`config.mk`:
```
export PLATFORM = sky130hd
export DESIGN_NAME = uef_top
export DESIGN_NICKNAME = d
export VERILOG_FILES = /design/src/logic/uef_pkg.sv /design/src/logic/uef_stat_fifo.sv /design/src/logic/uef_top.sv
export VERILOG_INCLUDE_DIRS = /design/src /design/src/logic
export SDC_FILE = /design/constraint.sdc
export NUM_CORES = 1
export LEC_CHECK = 0
export CAP_MARGIN = 20
export CORE_UTILIZATION = 45
export DETAILED_ROUTE_END_ITERATION = 10
export DONT_BUFFER_PORTS = 1
export HOLD_SLACK_MARGIN = 0.12
export SYNTH_ARGS = -nofsm -noshare
export SYNTH_HDL_FRONTEND = slang
export SYNTH_SLANG_ARGS = --single-unit
```
`constraint.sdc`:
```
create_clock -name REF_CLK -period 5.2 [get_ports REF_CLK]
set_input_delay 0.26 -clock REF_CLK [delete_from_list [all_inputs] [get_ports REF_CLK]]
set_output_delay 0.26 -clock REF_CLK [all_outputs]
set_load 0.01 [all_outputs]
```
`src/logic/uef_cfg.svh`:
```
// offsets, field positions, reset values and timing counts of the usb event flag block
`ifndef UEF_CFG_SVH
`define UEF_CFG_SVH

// register byte offsets
`define UEF_OFS_FLAGS 8'h00
`define UEF_OFS_CLEAR 8'h04
`define UEF_OFS_INTEN 8'h08
`define UEF_OFS_ERRF 8'h0c
`define UEF_OFS_ERREN 8'h10
`define UEF_OFS_XSTAT 8'h14
`define UEF_OFS_CTRL 8'h18

// event flag positions
`define UEF_BIT_STALL 7
`define UEF_BIT_ATTACH 6
`define UEF_BIT_RESUME 5
`define UEF_BIT_IDLE 4
`define UEF_BIT_TOKEN 3
`define UEF_BIT_SOF 2
`define UEF_BIT_ERR 1
`define UEF_BIT_RST 0
`define UEF_BIT_HOST_ROLE_ENABLE 0

// hardware-settable flags, summary position excluded
`define UEF_HS_MASK 8'hfd
`define UEF_FLAGS_RESET 8'h00
`define UEF_REG_RESET 8'h00

// timing
`define UEF_CLK_PERIOD_NS 25
`define UEF_K_TIME_NS 2500
`define UEF_K_CYCLES ((`UEF_K_TIME_NS + `UEF_CLK_PERIOD_NS - 1) / `UEF_CLK_PERIOD_NS)
`define UEF_K_W 7
`define UEF_IDLE_TIME_MS 3
`define UEF_IDLE_CYCLES ((`UEF_IDLE_TIME_MS * 1000000 + `UEF_CLK_PERIOD_NS - 1) / `UEF_CLK_PERIOD_NS)
`define UEF_IDLE_W 17

// transfer status queue
`define UEF_XSTAT_W 8
`define UEF_XSTAT_DEPTH 4

`endif

```
`src/logic/uef_pkg.sv`:
```
// types of the usb event flag block
package uef_pkg;
    typedef logic [7:0] uef_flags_t;
    typedef enum {UEF_REG_NONE, UEF_REG_FLAGS, UEF_REG_CLEAR, UEF_REG_INTEN, UEF_REG_ERRF, UEF_REG_ERREN,
        UEF_REG_XSTAT, UEF_REG_CTRL} uef_reg_t;
endpackage : uef_pkg

```
`src/logic/uef_stat_fifo.sv`:
```
// shift-register queue of completed-token status entries
`timescale 1ns/100ps
module uef_stat_fifo
#(
    parameter int WIDTH = 8,
    parameter int DEPTH = 4
)
(
    // clock and reset
    input wire logic clk,
    input wire logic reset,
    // fill side
    input wire logic push,
    input wire logic [WIDTH-1:0] push_data,
    output logic full,
    // drain side
    input wire logic pop,
    output logic [WIDTH-1:0] head,
    output logic [$clog2(DEPTH+1)-1:0] count
);
    localparam int CW = $clog2(DEPTH+1);

    logic [WIDTH-1:0] mem [0:DEPTH-1];
    logic pop_ok;
    logic push_ok;
    logic [CW-1:0] wr_idx;

    assign full = (count == CW'(DEPTH));
    assign pop_ok = pop && (count != '0);
    // a push into a full queue is accepted only when a pop frees the slot
    assign push_ok = push && (!full || pop_ok);
    assign wr_idx = pop_ok ? CW'(count - 1'b1) : count;
    assign head = mem[0];

    ////////////////////////////////////////////////////////////////////////////////
    always_ff @(posedge clk)
    begin
        if (reset)
            count <= '0;
        else if (push_ok && !pop_ok)
            count <= CW'(count + 1'b1);
        else if (pop_ok && !push_ok)
            count <= CW'(count - 1'b1);
    end

    for (genvar i = 0; i < DEPTH; i++)
    begin : g_entry
        logic [WIDTH-1:0] shift_in;

        // last slot takes zero on a pop; no entry beyond the end to read
        if (i == DEPTH - 1)
        begin : g_last
            assign shift_in = '0;
        end
        else
        begin : g_mid
            assign shift_in = mem[i + 1];
        end

        always_ff @(posedge clk)
        begin
            if (reset)
                mem[i] <= '0;
            else if (push_ok && wr_idx == CW'(i))
                mem[i] <= push_data;
            else if (pop_ok)
                mem[i] <= shift_in;
        end
    end
endmodule : uef_stat_fifo

```
`src/logic/uef_top.sv`:
```
// usb event flag register block with ahb-lite slave and interrupt output
//
// What this block does
// - bits 31 to 8 of the event flag register read as zero and ignore writes.
// - every flag except the error summary is set by hardware, cleared by writing one, zero after reset.
// - the error summary at bit 1 is read-only and is set only by an error whose enable bit is set.
// - bit 7 sets on a received stall handshake in host role and on a sent one in device role.
// - bit 6 sets on attach only with host role enabled, 2.5 us of bus quiet and the bus not in se0.
// - bit 5 sets once a k-state has lasted 2.5 us on the data lines.
// - bit 4 sets once the bus has stayed idle for 3 ms or longer.
// - bit 3 sets when a token completes; the transfer status register shows the oldest queued entry.
// - clearing bit 3 advances the transfer status queue to the next entry.
// - bit 2 sets on a received sof in device role and on the sof threshold in host role.
// - in device role bit 0 sets when a valid bus reset is seen.
// - in host role bit 0 sets when a detach is seen.
// - an enabled error reaches the interrupt only while interrupt enable bit 1 is set.
//
// Implementation choices: the AHB-Lite slave port and the placing of the registers.
`timescale 1ns/100ps
`include "uef_cfg.svh"
module uef_top
#(
    parameter int IDLE_CYCLES = `UEF_IDLE_CYCLES
)
(
    // clock and reset
    input wire logic REF_CLK,
    input wire logic RESET,
    // ahb-lite slave
    input wire logic HSEL,
    input wire logic [31:0] HADDR,
    input wire logic [1:0] HTRANS,
    input wire logic HWRITE,
    input wire logic [2:0] HSIZE,
    input wire logic [31:0] HWDATA,
    input wire logic HREADY,
    output logic [31:0] HRDATA,
    output logic HREADYOUT,
    output logic HRESP,
    // serial engine events
    input wire logic STALL_RX,
    input wire logic STALL_TX,
    input wire logic ATTACH_SEEN,
    input wire logic DETACH_SEEN,
    input wire logic USB_RESET_SEEN,
    input wire logic SOF_RECEIVED,
    input wire logic SOF_THRESHOLD,
    input wire logic TOKEN_DONE,
    input wire logic [7:0] TOKEN_STATUS,
    output logic TOKEN_READY,
    input wire logic [7:0] ERROR_EVENTS,
    // bus line state
    input wire logic BUS_K_STATE,
    input wire logic BUS_IDLE,
    input wire logic BUS_ACTIVE,
    input wire logic BUS_SE0,
    // role and interrupt
    output logic HOST_ROLE_ENABLE,
    output logic IRQ
);
    uef_pkg::uef_reg_t addr_sel;
    uef_pkg::uef_reg_t wr_sel;
    logic addr_phase;
    logic wr_pend;
    uef_pkg::uef_flags_t hs_flags;
    uef_pkg::uef_flags_t flag_set;
    uef_pkg::uef_flags_t flag_clr;
    uef_pkg::uef_flags_t next_hs_flags;
    uef_pkg::uef_flags_t event_flags;
    uef_pkg::uef_flags_t err_flags;
    uef_pkg::uef_flags_t err_enable;
    uef_pkg::uef_flags_t int_enable;
    uef_pkg::uef_flags_t rd_value;
    logic error_summary_flag;
    logic host_en;
    logic [`UEF_K_W-1:0] k_cnt;
    logic [`UEF_K_W-1:0] q_cnt;
    logic [`UEF_IDLE_W-1:0] idle_cnt;
    logic resume_hit;
    logic idle_hit;
    logic quiet_ok;
    logic token_push;
    logic token_pop;
    logic fifo_full;
    logic [`UEF_XSTAT_W-1:0] xstat_head;
    logic [$clog2(`UEF_XSTAT_DEPTH+1)-1:0] fifo_count;

    ////////////////////////////////////////////////////////////////////////////////
    // bus slave: zero wait states, always okay
    assign HREADYOUT = 1'b1;
    assign HRESP = 1'b0;
    assign addr_phase = HSEL && HTRANS[1] && HREADY;

    always_comb
    begin
        addr_sel = uef_pkg::UEF_REG_NONE;
        if (HADDR[31:8] == 24'h000000)
        begin
            case (HADDR[7:0])
                `UEF_OFS_FLAGS: addr_sel = uef_pkg::UEF_REG_FLAGS;
                `UEF_OFS_CLEAR: addr_sel = uef_pkg::UEF_REG_CLEAR;
                `UEF_OFS_INTEN: addr_sel = uef_pkg::UEF_REG_INTEN;
                `UEF_OFS_ERRF: addr_sel = uef_pkg::UEF_REG_ERRF;
                `UEF_OFS_ERREN: addr_sel = uef_pkg::UEF_REG_ERREN;
                `UEF_OFS_XSTAT: addr_sel = uef_pkg::UEF_REG_XSTAT;
                `UEF_OFS_CTRL: addr_sel = uef_pkg::UEF_REG_CTRL;
                default: addr_sel = uef_pkg::UEF_REG_NONE;
            endcase
        end
    end

    always_ff @(posedge REF_CLK)
    begin
        if (RESET)
        begin
            wr_pend <= 1'b0;
            wr_sel <= uef_pkg::UEF_REG_NONE;
        end
        else
        begin
            wr_pend <= addr_phase && HWRITE;
            wr_sel <= addr_sel;
        end
    end

    always_comb
    begin
        case (addr_sel)
            uef_pkg::UEF_REG_FLAGS: rd_value = event_flags;
            uef_pkg::UEF_REG_INTEN: rd_value = int_enable;
            uef_pkg::UEF_REG_ERRF: rd_value = err_flags;
            uef_pkg::UEF_REG_ERREN: rd_value = err_enable;
            uef_pkg::UEF_REG_XSTAT: rd_value = xstat_head;
            uef_pkg::UEF_REG_CTRL: rd_value = {7'h00, host_en};
            default: rd_value = 8'h00;
        endcase
    end

    // read data captured at the address phase edge; a read right behind a write sees the old value
    always_ff @(posedge REF_CLK)
    begin
        if (RESET)
            HRDATA <= 32'h00000000;
        else if (addr_phase && !HWRITE)
            HRDATA <= {24'h000000, rd_value};
    end

    ////////////////////////////////////////////////////////////////////////////////
    // software-written registers
    always_ff @(posedge REF_CLK)
    begin
        if (RESET)
            int_enable <= `UEF_REG_RESET;
        else if (wr_pend && wr_sel == uef_pkg::UEF_REG_INTEN)
            int_enable <= HWDATA[7:0];
    end

    always_ff @(posedge REF_CLK)
    begin
        if (RESET)
            err_enable <= `UEF_REG_RESET;
        else if (wr_pend && wr_sel == uef_pkg::UEF_REG_ERREN)
            err_enable <= HWDATA[7:0];
    end

    always_ff @(posedge REF_CLK)
    begin
        if (RESET)
            host_en <= 1'b0;
        else if (wr_pend && wr_sel == uef_pkg::UEF_REG_CTRL)
            host_en <= HWDATA[`UEF_BIT_HOST_ROLE_ENABLE];
    end

    assign HOST_ROLE_ENABLE = host_en;

    ////////////////////////////////////////////////////////////////////////////////
    // individual error flags, write one to clear, new error wins over clear
    always_ff @(posedge REF_CLK)
    begin
        if (RESET)
            err_flags <= `UEF_FLAGS_RESET;
        else if (wr_pend && wr_sel == uef_pkg::UEF_REG_ERRF)
            err_flags <= (err_flags & ~HWDATA[7:0]) | ERROR_EVENTS;
        else
            err_flags <= err_flags | ERROR_EVENTS;
    end

    assign error_summary_flag = |(err_flags & err_enable);

    ////////////////////////////////////////////////////////////////////////////////
    // line-state timers
    always_ff @(posedge REF_CLK)
    begin
        if (RESET || !BUS_K_STATE)
            k_cnt <= '0;
        else if (k_cnt != `UEF_K_W'(`UEF_K_CYCLES))
            k_cnt <= `UEF_K_W'(k_cnt + 1'b1);
    end

    assign resume_hit = BUS_K_STATE && k_cnt == `UEF_K_W'(`UEF_K_CYCLES - 1);

    always_ff @(posedge REF_CLK)
    begin
        if (RESET || !BUS_IDLE)
            idle_cnt <= '0;
        else if (idle_cnt != `UEF_IDLE_W'(IDLE_CYCLES))
            idle_cnt <= `UEF_IDLE_W'(idle_cnt + 1'b1);
    end

    // only a continuous idle counts; one cycle with BUS_IDLE low restarts the wait
    assign idle_hit = BUS_IDLE && idle_cnt == `UEF_IDLE_W'(IDLE_CYCLES - 1);

    always_ff @(posedge REF_CLK)
    begin
        if (RESET || BUS_ACTIVE)
            q_cnt <= '0;
        else if (q_cnt != `UEF_K_W'(`UEF_K_CYCLES))
            q_cnt <= `UEF_K_W'(q_cnt + 1'b1);
    end

    assign quiet_ok = q_cnt == `UEF_K_W'(`UEF_K_CYCLES);

    ////////////////////////////////////////////////////////////////////////////////
    // transfer status queue
    assign token_push = TOKEN_DONE && TOKEN_READY;
    assign TOKEN_READY = !fifo_full;
    assign token_pop = flag_clr[`UEF_BIT_TOKEN] && hs_flags[`UEF_BIT_TOKEN];

    uef_stat_fifo #(.WIDTH(`UEF_XSTAT_W), .DEPTH(`UEF_XSTAT_DEPTH)) u_xstat
    (
        .clk(REF_CLK),
        .reset(RESET),
        .push(token_push),
        .push_data(TOKEN_STATUS),
        .full(fifo_full),
        .pop(token_pop),
        .head(xstat_head),
        .count(fifo_count)
    );

    ////////////////////////////////////////////////////////////////////////////////
    // event flags: set wins over a same-cycle clear
    always_comb
    begin
        flag_set = 8'h00;
        flag_set[`UEF_BIT_STALL] = host_en ? STALL_RX : STALL_TX;
        flag_set[`UEF_BIT_ATTACH] = ATTACH_SEEN && host_en && quiet_ok && !BUS_SE0;
        flag_set[`UEF_BIT_RESUME] = resume_hit;
        flag_set[`UEF_BIT_IDLE] = idle_hit;
        flag_set[`UEF_BIT_TOKEN] = token_push || (token_pop && fifo_count > 1);
        flag_set[`UEF_BIT_SOF] = host_en ? SOF_THRESHOLD : SOF_RECEIVED;
        flag_set[`UEF_BIT_RST] = host_en ? DETACH_SEEN : USB_RESET_SEEN;
    end

    assign flag_clr = (wr_pend && (wr_sel == uef_pkg::UEF_REG_FLAGS || wr_sel == uef_pkg::UEF_REG_CLEAR))
        ? (HWDATA[7:0] & `UEF_HS_MASK) : 8'h00;
    assign next_hs_flags = ((hs_flags & ~flag_clr) | flag_set) & `UEF_HS_MASK;

    always_ff @(posedge REF_CLK)
    begin
        if (RESET)
            hs_flags <= `UEF_FLAGS_RESET;
        else
            hs_flags <= next_hs_flags;
    end

    always_comb
    begin
        event_flags = hs_flags;
        event_flags[`UEF_BIT_ERR] = error_summary_flag;
    end

    // resume enable is left to software; it should stay off outside suspend
    assign IRQ = |(event_flags & int_enable);

    ////////////////////////////////////////////////////////////////////////////////
    // checks
    property p_upper_zero;
        @(posedge REF_CLK) disable iff (RESET) addr_phase && !HWRITE |=> HRDATA[31:8] == 24'h000000;
    endproperty
    a_upper_zero: assert property (p_upper_zero) else $error("upper read bits not zero");

    property p_w1c;
        @(posedge REF_CLK) disable iff (RESET)
        wr_pend && wr_sel == uef_pkg::UEF_REG_FLAGS && HWDATA[7] && !flag_set[7] |=> !hs_flags[7];
    endproperty
    a_w1c: assert property (p_w1c) else $error("write one did not clear stall flag");

    property p_err_enabled;
        @(posedge REF_CLK) disable iff (RESET)
        ((ERROR_EVENTS & err_enable) != 8'h00) && !(wr_pend && wr_sel == uef_pkg::UEF_REG_ERREN)
        |=> event_flags[1];
    endproperty
    a_err_enabled: assert property (p_err_enabled) else $error("enabled error missed summary");

    property p_stall_dev;
        @(posedge REF_CLK) disable iff (RESET) !host_en && STALL_TX |=> hs_flags[7];
    endproperty
    a_stall_dev: assert property (p_stall_dev) else $error("sent stall not flagged");

    property p_attach_qual;
        @(posedge REF_CLK) disable iff (RESET)
        $rose(hs_flags[6]) |-> $past(host_en) && !$past(BUS_SE0) && $past(q_cnt) == 7'h64;
    endproperty
    a_attach_qual: assert property (p_attach_qual) else $error("attach flag without qualifier");

    property p_resume_time;
        @(posedge REF_CLK) disable iff (RESET) $rose(hs_flags[5]) |-> $past(k_cnt) == 7'h63;
    endproperty
    a_resume_time: assert property (p_resume_time) else $error("resume flag at wrong k duration");

    property p_idle_time;
        @(posedge REF_CLK) disable iff (RESET)
        $rose(hs_flags[4]) |-> $past(idle_cnt) == `UEF_IDLE_W'(IDLE_CYCLES - 1);
    endproperty
    a_idle_time: assert property (p_idle_time) else $error("idle flag at wrong idle duration");

    property p_token_set;
        @(posedge REF_CLK) disable iff (RESET) token_push |=> hs_flags[3] && fifo_count != 3'h0;
    endproperty
    a_token_set: assert property (p_token_set) else $error("token done not flagged");

    property p_fifo_adv;
        @(posedge REF_CLK) disable iff (RESET)
        token_pop && !token_push && fifo_count > 3'h1 |=> hs_flags[3] && fifo_count == $past(fifo_count) - 3'h1;
    endproperty
    a_fifo_adv: assert property (p_fifo_adv) else $error("status queue did not advance");

    property p_sof_host;
        @(posedge REF_CLK) disable iff (RESET) host_en && SOF_THRESHOLD |=> hs_flags[2];
    endproperty
    a_sof_host: assert property (p_sof_host) else $error("sof threshold not flagged");

    property p_rst_dev;
        @(posedge REF_CLK) disable iff (RESET) !host_en && USB_RESET_SEEN |=> hs_flags[0];
    endproperty
    a_rst_dev: assert property (p_rst_dev) else $error("bus reset not flagged");

    property p_detach_host;
        @(posedge REF_CLK) disable iff (RESET) host_en && DETACH_SEEN |=> hs_flags[0];
    endproperty
    a_detach_host: assert property (p_detach_host) else $error("detach not flagged");

    property p_irq_gate;
        @(posedge REF_CLK) disable iff (RESET)
        !int_enable[1] && ((hs_flags & int_enable) == 8'h00) |-> !IRQ;
    endproperty
    a_irq_gate: assert property (p_irq_gate) else $error("error reached irq while disabled");

    property p_zero_write;
        @(posedge REF_CLK) disable iff (RESET)
        wr_pend && wr_sel == uef_pkg::UEF_REG_FLAGS && (HWDATA[7:0] & 8'hfd) == 8'h00 && flag_set == 8'h00
        |=> hs_flags == $past(hs_flags);
    endproperty
    a_zero_write: assert property (p_zero_write) else $error("zero write changed a flag");
endmodule : uef_top

```
==> results by group, run 1 <==
Outcome
  • Outcome: completed

Setup path
  • WP data arrival: just over 3 ns
  • Worst-case reg-to-reg path depth: 6
  • Critical Path Fanout Max: 9
  • CP Class: flip-flop to flip-flop
  • Reg2reg setup slack: 2.31 ns
  • FF-to-FF End: u_xstat.mem[3][0]
  • Crit path launch type: flip-flop
  • Crit end category: flip-flop
  • RR Startpoint: u_xstat.count[0]
  • Worst endpoint required time: approximately 5.4 ns

Synthesis
  • Post-Syn Area: ~5300 sq um
  • #FFs+latches synth: 110
  • Synth area leaders: dfxtp_1 (29%), edfxtp_1 (18%), nand2_1 (5.6%)
  • Commonest cells in the netlist: nand2_1 (79), dfxtp_1 (78), nor2_1 (61)
  • Synth async-reset ratio: 0
  • Ys flop type: dfxtp_1
  • Post-synthesis sequential area ratio: 0.473
  • Top cell type's share of synthesized area: 0.293
  • Post-synth EDFFs: 32
  • Synth Warn #: 0
  • Post-synthesis cell type count: between 50 and 60
  • Mean Syn Cell Area: a little over 9 sq um
  • Synth area leader: dfxtp_1
  • Synthesized netlist cell count: ~570
  • Most common cell in the synthesized netlist: nand2_1

Floorplanning
  • Chip Width: around 110 um
  • Boundary Pins: 139
  • Die area: about 12000 sq um
  • Core Footprint: between 10000 and 15000 sq um
  • Core Rows: 39
  • Initial Utilization: 0.465
  • Chip height: between 100 and 150 um

GRT
  • Wire length of the first global-routing pass: roughly 20000 um
  • Largest net degree at the start of global routing: 37
  • Antenna violations before repair: 0
  • Number of global-route vias before repair: 3943
  • Tot GR Track Use: 0.204
  • Total grt overflow: 0

Hold path
  • Worst hold path depth: 2
  • Hold Crit Start: USB_RESET_SEEN
  • Hold endpoint: hs_flags[0]
  • Hold Crit Class: primary input to flip-flop

CTS
  • CTS clk-pin slew, worst paths: roughly 0.070 ns
  • CTS buffer count: 9
  • Clock Path Buffers: 2
  • CTS tree: yes
  • H-tree levels: 3
  • Clk Latency, worst-skew pair: 0.35 ns
  • Clk sinks: 110
  • CTS root buf: clkbuf_16

Detailed routing
  • Drc violations: 0
  • Wire per inst: around 16 um
  • Routed wl met3: 673 um
  • ANT nets after route: 0
  • 1st-pass router iterations: 4
  • Metal-1 WL: between 5000 and 6000 um
  • Via density: 5.54
  • DR top layer: met4
  • Met2 WL: approximately 5600 um
  • Detailed Route Iter0 Violations: ~200
  • WL final: roughly 12000 um
  • Routed via count: approximately 4100

Layout
  • Register area: 2520 sq um
  • Design area: between 5000 and 6000 sq um
  • Share of layout cells above drive strength 1: 0.0532
  • Nets: between 700 and 800
  • Number of fill cells: about 1000
  • ANT cells: 0
  • Area taken by multi-input logic gates: ~2600 sq um
  • Area Growth Syn to Fin: 12.5%
  • Final core utilization: 0.523

STA
  • Setup-failing EPs final: 0
  • Relative slew slack: 0.271
  • Worst-margin pin slew: between 1 and 1.5 ns
  • Hold Vio Cnt, Final: 0
  • Maximum clock rate: about 350 MHz
  • Setup TNS: 0 ns
  • Tmin final: between 2 and 3 ns
  • Clk_skew: around 0.006 ns
  • Tcrit/Tclk final: 0.556
  • RSZ-0062 raised after global routing: no
  • Final Max Slew Viols: 0

Pwr
  • Max IR drop VDD: 0.000265 V
  • Pleak: 2.10 nW
  • Pwr dens: 304 nW/um^2

Place
  • Final HPWL DP: just over 8000 um
  • Input/output buffers: 0
  • Dpl cell area: 5330 sq um
  • Final Wtd Congestion: between 0.8 and 0.9

Job
  • Max-Cap Viols: 0
-- registers in the layout (all words and copies together), names as in the netlist --
name,count
k_cnt,7
u_xstat.mem,32
wr_pend,1
HOST_ROLE_ENABLE,1
q_cnt,7
err_flags,8
idle_cnt,17
hs_flags,7
HRDATA,8
err_enable,8
int_enable,8
wr_sel,3
u_xstat.count,3
-- cells in the final DEF (no fill, tap or decap), types with 2 or more instances in the layout --
cell / n
xnor2_1: 11
nand4b_1: 5
edfxtp_1: 32
ha_1: 11
and3_1: 8
nor3_1: 12
nor4bb_1: 2
nand3_1: 15
nor2_1: 61
nor2b_1: 2
nor3b_1: 3
inv_6: 3
dlygate4sd3_1: 32
clkbuf_16: 9
inv_1: 13
nor4_1: 10
conb_1: 26
or3_1: 2
nand2b_1: 12
a22oi_1: 4
dfxtp_1: 78
nand2_1: 79
o2bb2ai_1: 8
a22o_1: 17
a21oi_1: 42
o21ai_0: 11
and2_1: 8
xor2_1: 21
clkinvlp_4: 2
a221oi_1: 16
nand4_1: 8
mux2i_1: 9
or2_2: 2
-- what timing repair did --
| action | 4_1_cts | 5_1_grt |
|---|---|---|
| setup endpoints to repair | 0 | 0 |
| hold endpoints to repair | 63 | 1 |
| hold buffers | 32 | 1 |
| gates resized for setup | 0 | 0 |
| buffers inserted | 0 | 0 |
-- per-layer routing --
layer  track usage  vias up
met5             0        -
met4        0.0596        0
met3        0.0678       13
met2         0.321      120
met1         0.266     1953
li1              -     2040
-- critical path, stage by stage, from the launching register on --
cell and delay, ns:
dfxtp_1 0.53, inv_1 0.13, ha_1 0.27, a2111oi_2 0.54
mux2i_1 0.60, nor3b_2 0.49, and2_1 0.20
-- kinds of logic (layout without fill, tap and decap cells) --
group / Yosys count / after routing / synth area share
simple gates: 237 / 237 / 0.219
xor+xnor: 32 / 32 / 0.0526
fa+ha+maj: 11 / 11 / 0.0258
flops: 110 / 110 / 0.473
buf+inv: 60 / 66 / 0.0606
mux: 10 / 10 / 0.0211
other cells: 2 / 26 / 0.00141
compound gates: 110 / 110 / 0.146
-- stage by stage --
stage                     worst slack [ns]  std cells  total power [mW]  hold WS, ns
after global routing                  2.01        745              1.89        0.120
after global placement                2.06        694              1.09        0.340
after CTS                             1.99        742              1.83        0.123
after detailed placement              2.02        694              1.10        0.348
after floorplan                       2.32        596              1.09        0.377
final                                 2.31        745              1.82        0.127
-- power breakdown --
| part | switching [mW] | internal, mW |
|---|---|---|
| registers | 0.0241 | 0.919 |
| clock network | 0.327 | 0.380 |
| logic | 0.101 | 0.0682 |
| total | 0.453 | 1.37 |
-- final cells by class --
class / count / share of cell area
clock buffers: 9 / 0.0376
repair buffers: 36 / 0.0601
well taps: 143 / 0.0299
clock inverters: 7 / 0.0134
multi-input cells: 426 / 0.429
flip-flops and latches: 110 / 0.421
inverters: 14 / 0.00877
-- how the worst max path moves through the flow --
stage	from	endpoint	slack, ns	depth (start not counted)
2_1_floorplan	u_xstat.count[0]	u_xstat.mem[1][0]	2.32	7
3_3_place_gp	u_xstat.count[0]	u_xstat.mem[3][2]	2.06	6
3_5_place_dp	u_xstat.count[0]	u_xstat.mem[3][2]	2.02	6
4_1_cts	u_xstat.count[0]	u_xstat.mem[3][2]	1.99	6
5_1_grt	u_xstat.count[0]	u_xstat.mem[3][1]	2.01	6
6_report	u_xstat.count[0]	u_xstat.mem[3][0]	2.31	6
Power figures use the tool's default switching activity.
==> run 2: changes to the inputs <==
Clock period 5.2 ns to 2.87 ns, I/O delays scaled along.
==> run 2 against run 1 <==
Clock-buffer cell count rose by 1. Register-to-register slack got worse by 2.0 ns. Clock power grew 78%. Sequential share of layout area fell by 1.1 points. Flip-flop and latch count unchanged. Via count up 0.90%. Global-route usage up 0.47 points. First-iteration DRC count grew 5.4%. Routed wire length up 0.29%.
==> results by group, run 2 (synthesis results as in run 1) <==
Layout
  • Most frequent cells in the layout: nand2_1 (79), dfxtp_1 (78), nor2_1 (61)
  • Most flop-heavy register: u_xstat.mem
  • Number of flip-flops under the largest register name: 32
  • Share of layout cells above drive strength 1: 0.0565
  • ANT cells: 0
  • Design area: slightly above 6000 sq um
  • Most common cell after layout, fill and taps aside: nand2_1
  • Number of fill cells: about 1100
  • Nets: ~730
  • Non-filler cells, final: about 760
  • Largest registers: u_xstat.mem: 32 flops, idle_cnt: 17 flops
  • Area Growth Syn to Fin: 15.6%

STA
  • Tcrit/Tclk final: 0.895
  • Maximum clock rate: slightly below 400 MHz
  • Clk_skew: roughly 0.0064 ns
  • Setup-failing EPs final: 0
  • Worst-margin pin slew: approximately 1.1 ns
  • RSZ-0062 raised after global routing: no
  • Hold WS: approximately 0.13 ns
  • Relative slew slack: 0.257
  • Tmin final: between 2 and 3 ns
  • Hold Vio Cnt, Final: 0
  • Final Max Slew Viols: 0

Detailed routing
  • 1st-pass router iterations: 5
  • Via density: 5.46
  • WL final: about 12000 um
  • Detailed Route Iter0 Violations: 213
  • Routed via count: around 4200
  • Wire per inst: between 15 and 20 um
  • Drc violations: 0
  • ANT nets after route: 0

Setup path
  • RR Startpoint: u_xstat.count[1]
  • Worst endpoint required time: 3.09 ns
  • FF-to-FF End: u_xstat.mem[3][7]
  • CP endpoint: u_xstat.mem[3][7]
  • Worst-case reg-to-reg path depth: 7
  • Crit end category: flip-flop
  • WP data arrival: 2.79 ns
  • Critical Path Fanout Max: 8
  • Crit path launch type: flip-flop
  • Reg2reg setup slack: 0.30 ns
  • CP Class: flip-flop to flip-flop
  • Worst Setup SP: u_xstat.count[1]

Floorplanning
  • Die area: around 12000 sq um
  • Core Footprint: ~11000 sq um
  • Initial Utilization: 0.465
  • Boundary Pins: between 100 and 150
  • Core Rows: 39
  • Chip height: ~110 um
  • Chip Width: about 110 um

CTS
  • CTS clk-pin slew, worst paths: around 0.070 ns
  • Clk Latency, worst-skew pair: between 0.3 and 0.4 ns
  • CTS buffer count: 9
  • H-tree levels: 3
  • Clk sinks: 110
  • CTS root buf: clkbuf_16
  • Clock Path Buffers: 2
  • CTS tree: yes

GRT
  • Antenna violations before repair: 0
  • Total grt overflow: 0
  • Number of global-route vias before repair: ~4000
  • Largest net degree at the start of global routing: 48
  • Wire length of the first global-routing pass: between 20000 and 25000 um
  • Tot GR Track Use: 0.208

Pwr
  • Pleak: between 2 and 2.5 nW
  • P_sw: 0.810 mW
  • Cell internal pwr: 2.49 mW
  • Max IR drop VDD: 0.000329 V
  • Clock share of power: 0.381
  • Seq pwr share: 0.517
  • Sw frac: 0.246
  • Final Total Pwr: between 3 and 4 mW
  • Comb pwr share: 0.102
  • Pwr dens: about 540 nW/um^2

Job
  • Max-Cap Viols: 0

Place
  • Placed insts: 700
  • Final HPWL DP: around 8400 um
  • Dpl cell area: around 5400 sq um
  • Final Wtd Congestion: approximately 0.85
  • Input/output buffers: 0

Outcome
  • Outcome: completed

Hold path
  • Worst hold path depth: 4
  • Hold Crit Class: primary input to flip-flop
run 2: cell count changes in the layout (fill, tap and decap cells not counted):
cell	before	now
inv_6	3	2
buf_2	1	0
clkinvlp_4	2	1
clkbuf_4	1	0
clkinvlp_2	0	1
clkbuf_1	0	1
buf_4	1	7
dlygate4sd3_1	32	46
run 2: power groups by stage:
stage / Clock, mW / Sequential, mW / Combinational, mW
floorplan: 0 / 1.72 / 0.246
global placement: 0 / 1.74 / 0.253
detailed placement: 0 / 1.74 / 0.260
finish: 1.26 / 1.70 / 0.336
global route: 1.36 / 1.71 / 0.375
CTS: 1.29 / 1.70 / 0.333
run 2: how the worst min path moves through the flow:
stage	from	slack [ns]	end
2_1_floorplan	ERROR_EVENTS[0]	0.26	err_flags[0]
3_3_place_gp	RESET	0.23	u_xstat.count[2]
3_5_place_dp	RESET	0.23	u_xstat.count[2]
4_1_cts	HADDR[2]	0.12	HRDATA[7]
5_1_grt	HADDR[2]	0.16	HRDATA[5]
6_report	HADDR[2]	0.13	HRDATA[7]
run 2: per-layer routing:
metal / vias up / GRT usage / part of all wire
met5: - / 0 / 0
met1: 1952 / 0.276 / 0.45
met2: 133 / 0.338 / 0.48
li1: 2067 / - / -
met4: 0 / 0.0631 / 0.012
met3: 11 / 0.0481 / 0.059
run 2: repair_timing:
action	4_1_cts	5_1_grt
hold endpoints to repair	91	0
setup buffers	0	0
resized for setup	0	0
hold buffers	47	0
run 2: per-stage QoR:
stage	utilization	TNS (ns)	setup WS, ns
after floorplan	-	-0.116	-0.00726
after global placement	0.469	0	0.360
after detailed placement	0.469	0	0.329
after CTS	0.537	0	0.308
after global routing	0.537	0	0.0898
final	0.537	0	0.302
run 2: worst max-delay path, stage by stage, from the launching register on:
cell and delay, ns:
dfxtp_1 0.41, inv_1 0.16, ha_1 0.28, nand3b_1 0.21
or4_4 0.55, o32a_1 0.26, nor3b_2 0.39, and2_1 0.18
run 2: layout make-up:
| class | instances | area (sq um) | area share |
|---|---|---|---|
| Multi-Input combinational cell | 426 | 2570 | 0.418 |
| Tap cell | 143 | 179 | 0.0291 |
| Sequential cell | 110 | 2520 | 0.410 |
| Clock buffer | 10 | 229 | 0.0372 |
| Timing Repair Buffer | 54 | 533 | 0.0866 |
| Clock inverter | 6 | 68.8 | 0.0112 |
| Inverter | 14 | 52.6 | 0.00853 |
==> run 3: changes to the inputs <==
Settings changed: PLACE_DENSITY_LB_ADDON from default to 0.05.
==> run 3 against run 2 <==
Non-clock buffer count up 1. Utilization unchanged. Via count down 0.46%. Highest routed layer unchanged. Register-to-register slack about the same. Critical path depth unchanged. Sequential share of layout area unchanged. Clock power about the same. Worst hold slack worse by 0.0065 ns. Routed wire length up 1.4%. Maximum frequency up 0.44%. Setup slack better by 0.011 ns.
==> results by group, run 3 (synthesis results as in run 1) <==
Job
  • Max-Cap Viols: 0

Setup path
  • FF-to-FF End: u_xstat.mem[3][5]
  • Reg2reg setup slack: 0.31 ns
  • Critical Path Fanout Max: 8
  • Crit path launch type: flip-flop
  • RR Startpoint: u_xstat.count[1]
  • WP data arrival: around 2.8 ns
  • Worst endpoint required time: just over 3 ns
  • CP Class: flip-flop to flip-flop
  • Crit end category: flip-flop
  • Worst-case reg-to-reg path depth: 7

Hold path
  • Hold endpoint: HRDATA[4]
  • Hold Crit Start: HADDR[2]
  • Hold Crit Class: primary input to flip-flop
  • Worst hold path depth: 4

Floorplanning
  • Chip Width: approximately 110 um
  • Core Footprint: about 11000 sq um
  • Chip height: between 100 and 150 um
  • Initial Utilization: 0.465
  • Core Rows: 39
  • Die area: 12300 sq um
  • Boundary Pins: 139

Layout
  • Number of flip-flops under the largest register name: 32
  • Design area: between 6000 and 7000 sq um
  • Area Growth Syn to Fin: 15.6%
  • Nets: ~730
  • Largest registers: u_xstat.mem: 32 flops, idle_cnt: 17 flops
  • Most frequent cells in the layout: nand2_1 (79), dfxtp_1 (78), nor2_1 (61)
  • Most flop-heavy register: u_xstat.mem
  • ANT cells: 0
  • Non-filler cells, final: 764
  • Most common cell after layout, fill and taps aside: nand2_1
  • Share of layout cells above drive strength 1: 0.0580

Place
  • Dpl cell area: roughly 5400 sq um
  • Input/output buffers: 0
  • Final HPWL DP: between 8000 and 9000 um
  • Placed insts: ~700
  • Final Wtd Congestion: just over 0.8

STA
  • Setup-failing EPs final: 0
  • Tcrit/Tclk final: 0.891
  • RSZ-0062 raised after global routing: no
  • Clk_skew: roughly 0.009 ns
  • Relative slew slack: 0.433
  • Hold Vio Cnt, Final: 0
  • Maximum clock rate: 391 MHz
  • Tmin final: between 2 and 3 ns
  • Worst-margin pin slew: roughly 0.84 ns
  • Final Max Slew Viols: 0

Detailed routing
  • WL final: 12200 um
  • Drc violations: 0
  • 1st-pass router iterations: 5
  • Wire per inst: ~16 um
  • ANT nets after route: 0
  • Routed via count: 4144
  • Detailed Route Iter0 Violations: 264
  • Via density: 5.42

Pwr
  • Pleak: 2.19 nW
  • Pwr dens: 531 nW/um^2
  • Max IR drop VDD: ~0.0005 V

GRT
  • Total grt overflow: 0
  • Largest net degree at the start of global routing: 48
  • Antenna violations before repair: 0
  • Tot GR Track Use: 0.211
  • Wire length of the first global-routing pass: 20300 um
  • Number of global-route vias before repair: 4048

CTS
  • CTS resizes: 0
  • CTS tree: yes
  • Hold buffer count at CTS: 46
  • Clock Path Buffers: 2
  • Clk sinks: 110
  • H-tree levels: 3
  • Clk Latency, worst-skew pair: between 0.3 and 0.4 ns
  • CTS clk-pin slew, worst paths: around 0.070 ns
  • CTS buffer count: 9
  • CTS root buf: clkbuf_16
  • Setup Fix Bufs, Post-CTS: 0

Outcome
  • Outcome: completed
## run 3: worst max path at each step
stage	from	cells past startpoint	to	slack, ns
after detailed placement	u_xstat.count[1]	7	u_xstat.mem[3][2]	0.25
after floorplan	u_xstat.count[0]	7	u_xstat.mem[3][0]	-0.007
final	u_xstat.count[1]	7	u_xstat.mem[3][5]	0.31
after CTS	u_xstat.count[1]	7	u_xstat.mem[3][2]	0.23
after global routing	u_xstat.count[1]	7	u_xstat.mem[3][1]	0.10
after global placement	u_xstat.count[1]	7	u_xstat.mem[3][1]	0.33
## run 3: metrics by stage
step | power, mW | hold WS, ns | setup TNS, ns | setup WS, ns | util
after floorplan | 1.97 | 0.261 | -0.116 | -0.00726 | -
after global placement | 1.99 | 0.224 | 0 | 0.331 | 0.470
after detailed placement | 2.00 | 0.226 | 0 | 0.255 | 0.470
after CTS | 3.31 | 0.125 | 0 | 0.231 | 0.537
after global routing | 3.42 | 0.147 | 0 | 0.103 | 0.537
final | 3.27 | 0.123 | 0 | 0.313 | 0.537
## run 3: final cells by class
type                    instances  area (sq um)
clock buffers                  11           233
clock inverters                 5          60.1
fillers                      1046          5310
inverters                      14          52.6
multi-input cells             426          2570
flip-flops and latches        110          2520
well taps                     143           179
repair buffers                 55           538
## run 3: metal layers
layer,track usage,vias to the layer above,share of wire
met1,0.256,1963,0.44
li1,-,2078,-
met5,0,-,0
met2,0.361,95,0.50
met4,0.0524,0,0.010
met3,0.0656,8,0.050
## run 3: power by group
group / internal [mW] / switching, mW
Sequential: 1.67 / 0.0404
Combinational: 0.138 / 0.195
Clock: 0.678 / 0.551
## run 3: critical path, cell delays in order (launching register included)
cell and delay [ns]:
dfxtp_1 0.42, inv_1 0.16, ha_1 0.26, nand3b_1 0.19, or4_4 0.55, o32a_1 0.26
nor3b_2 0.40, and2_1 0.19
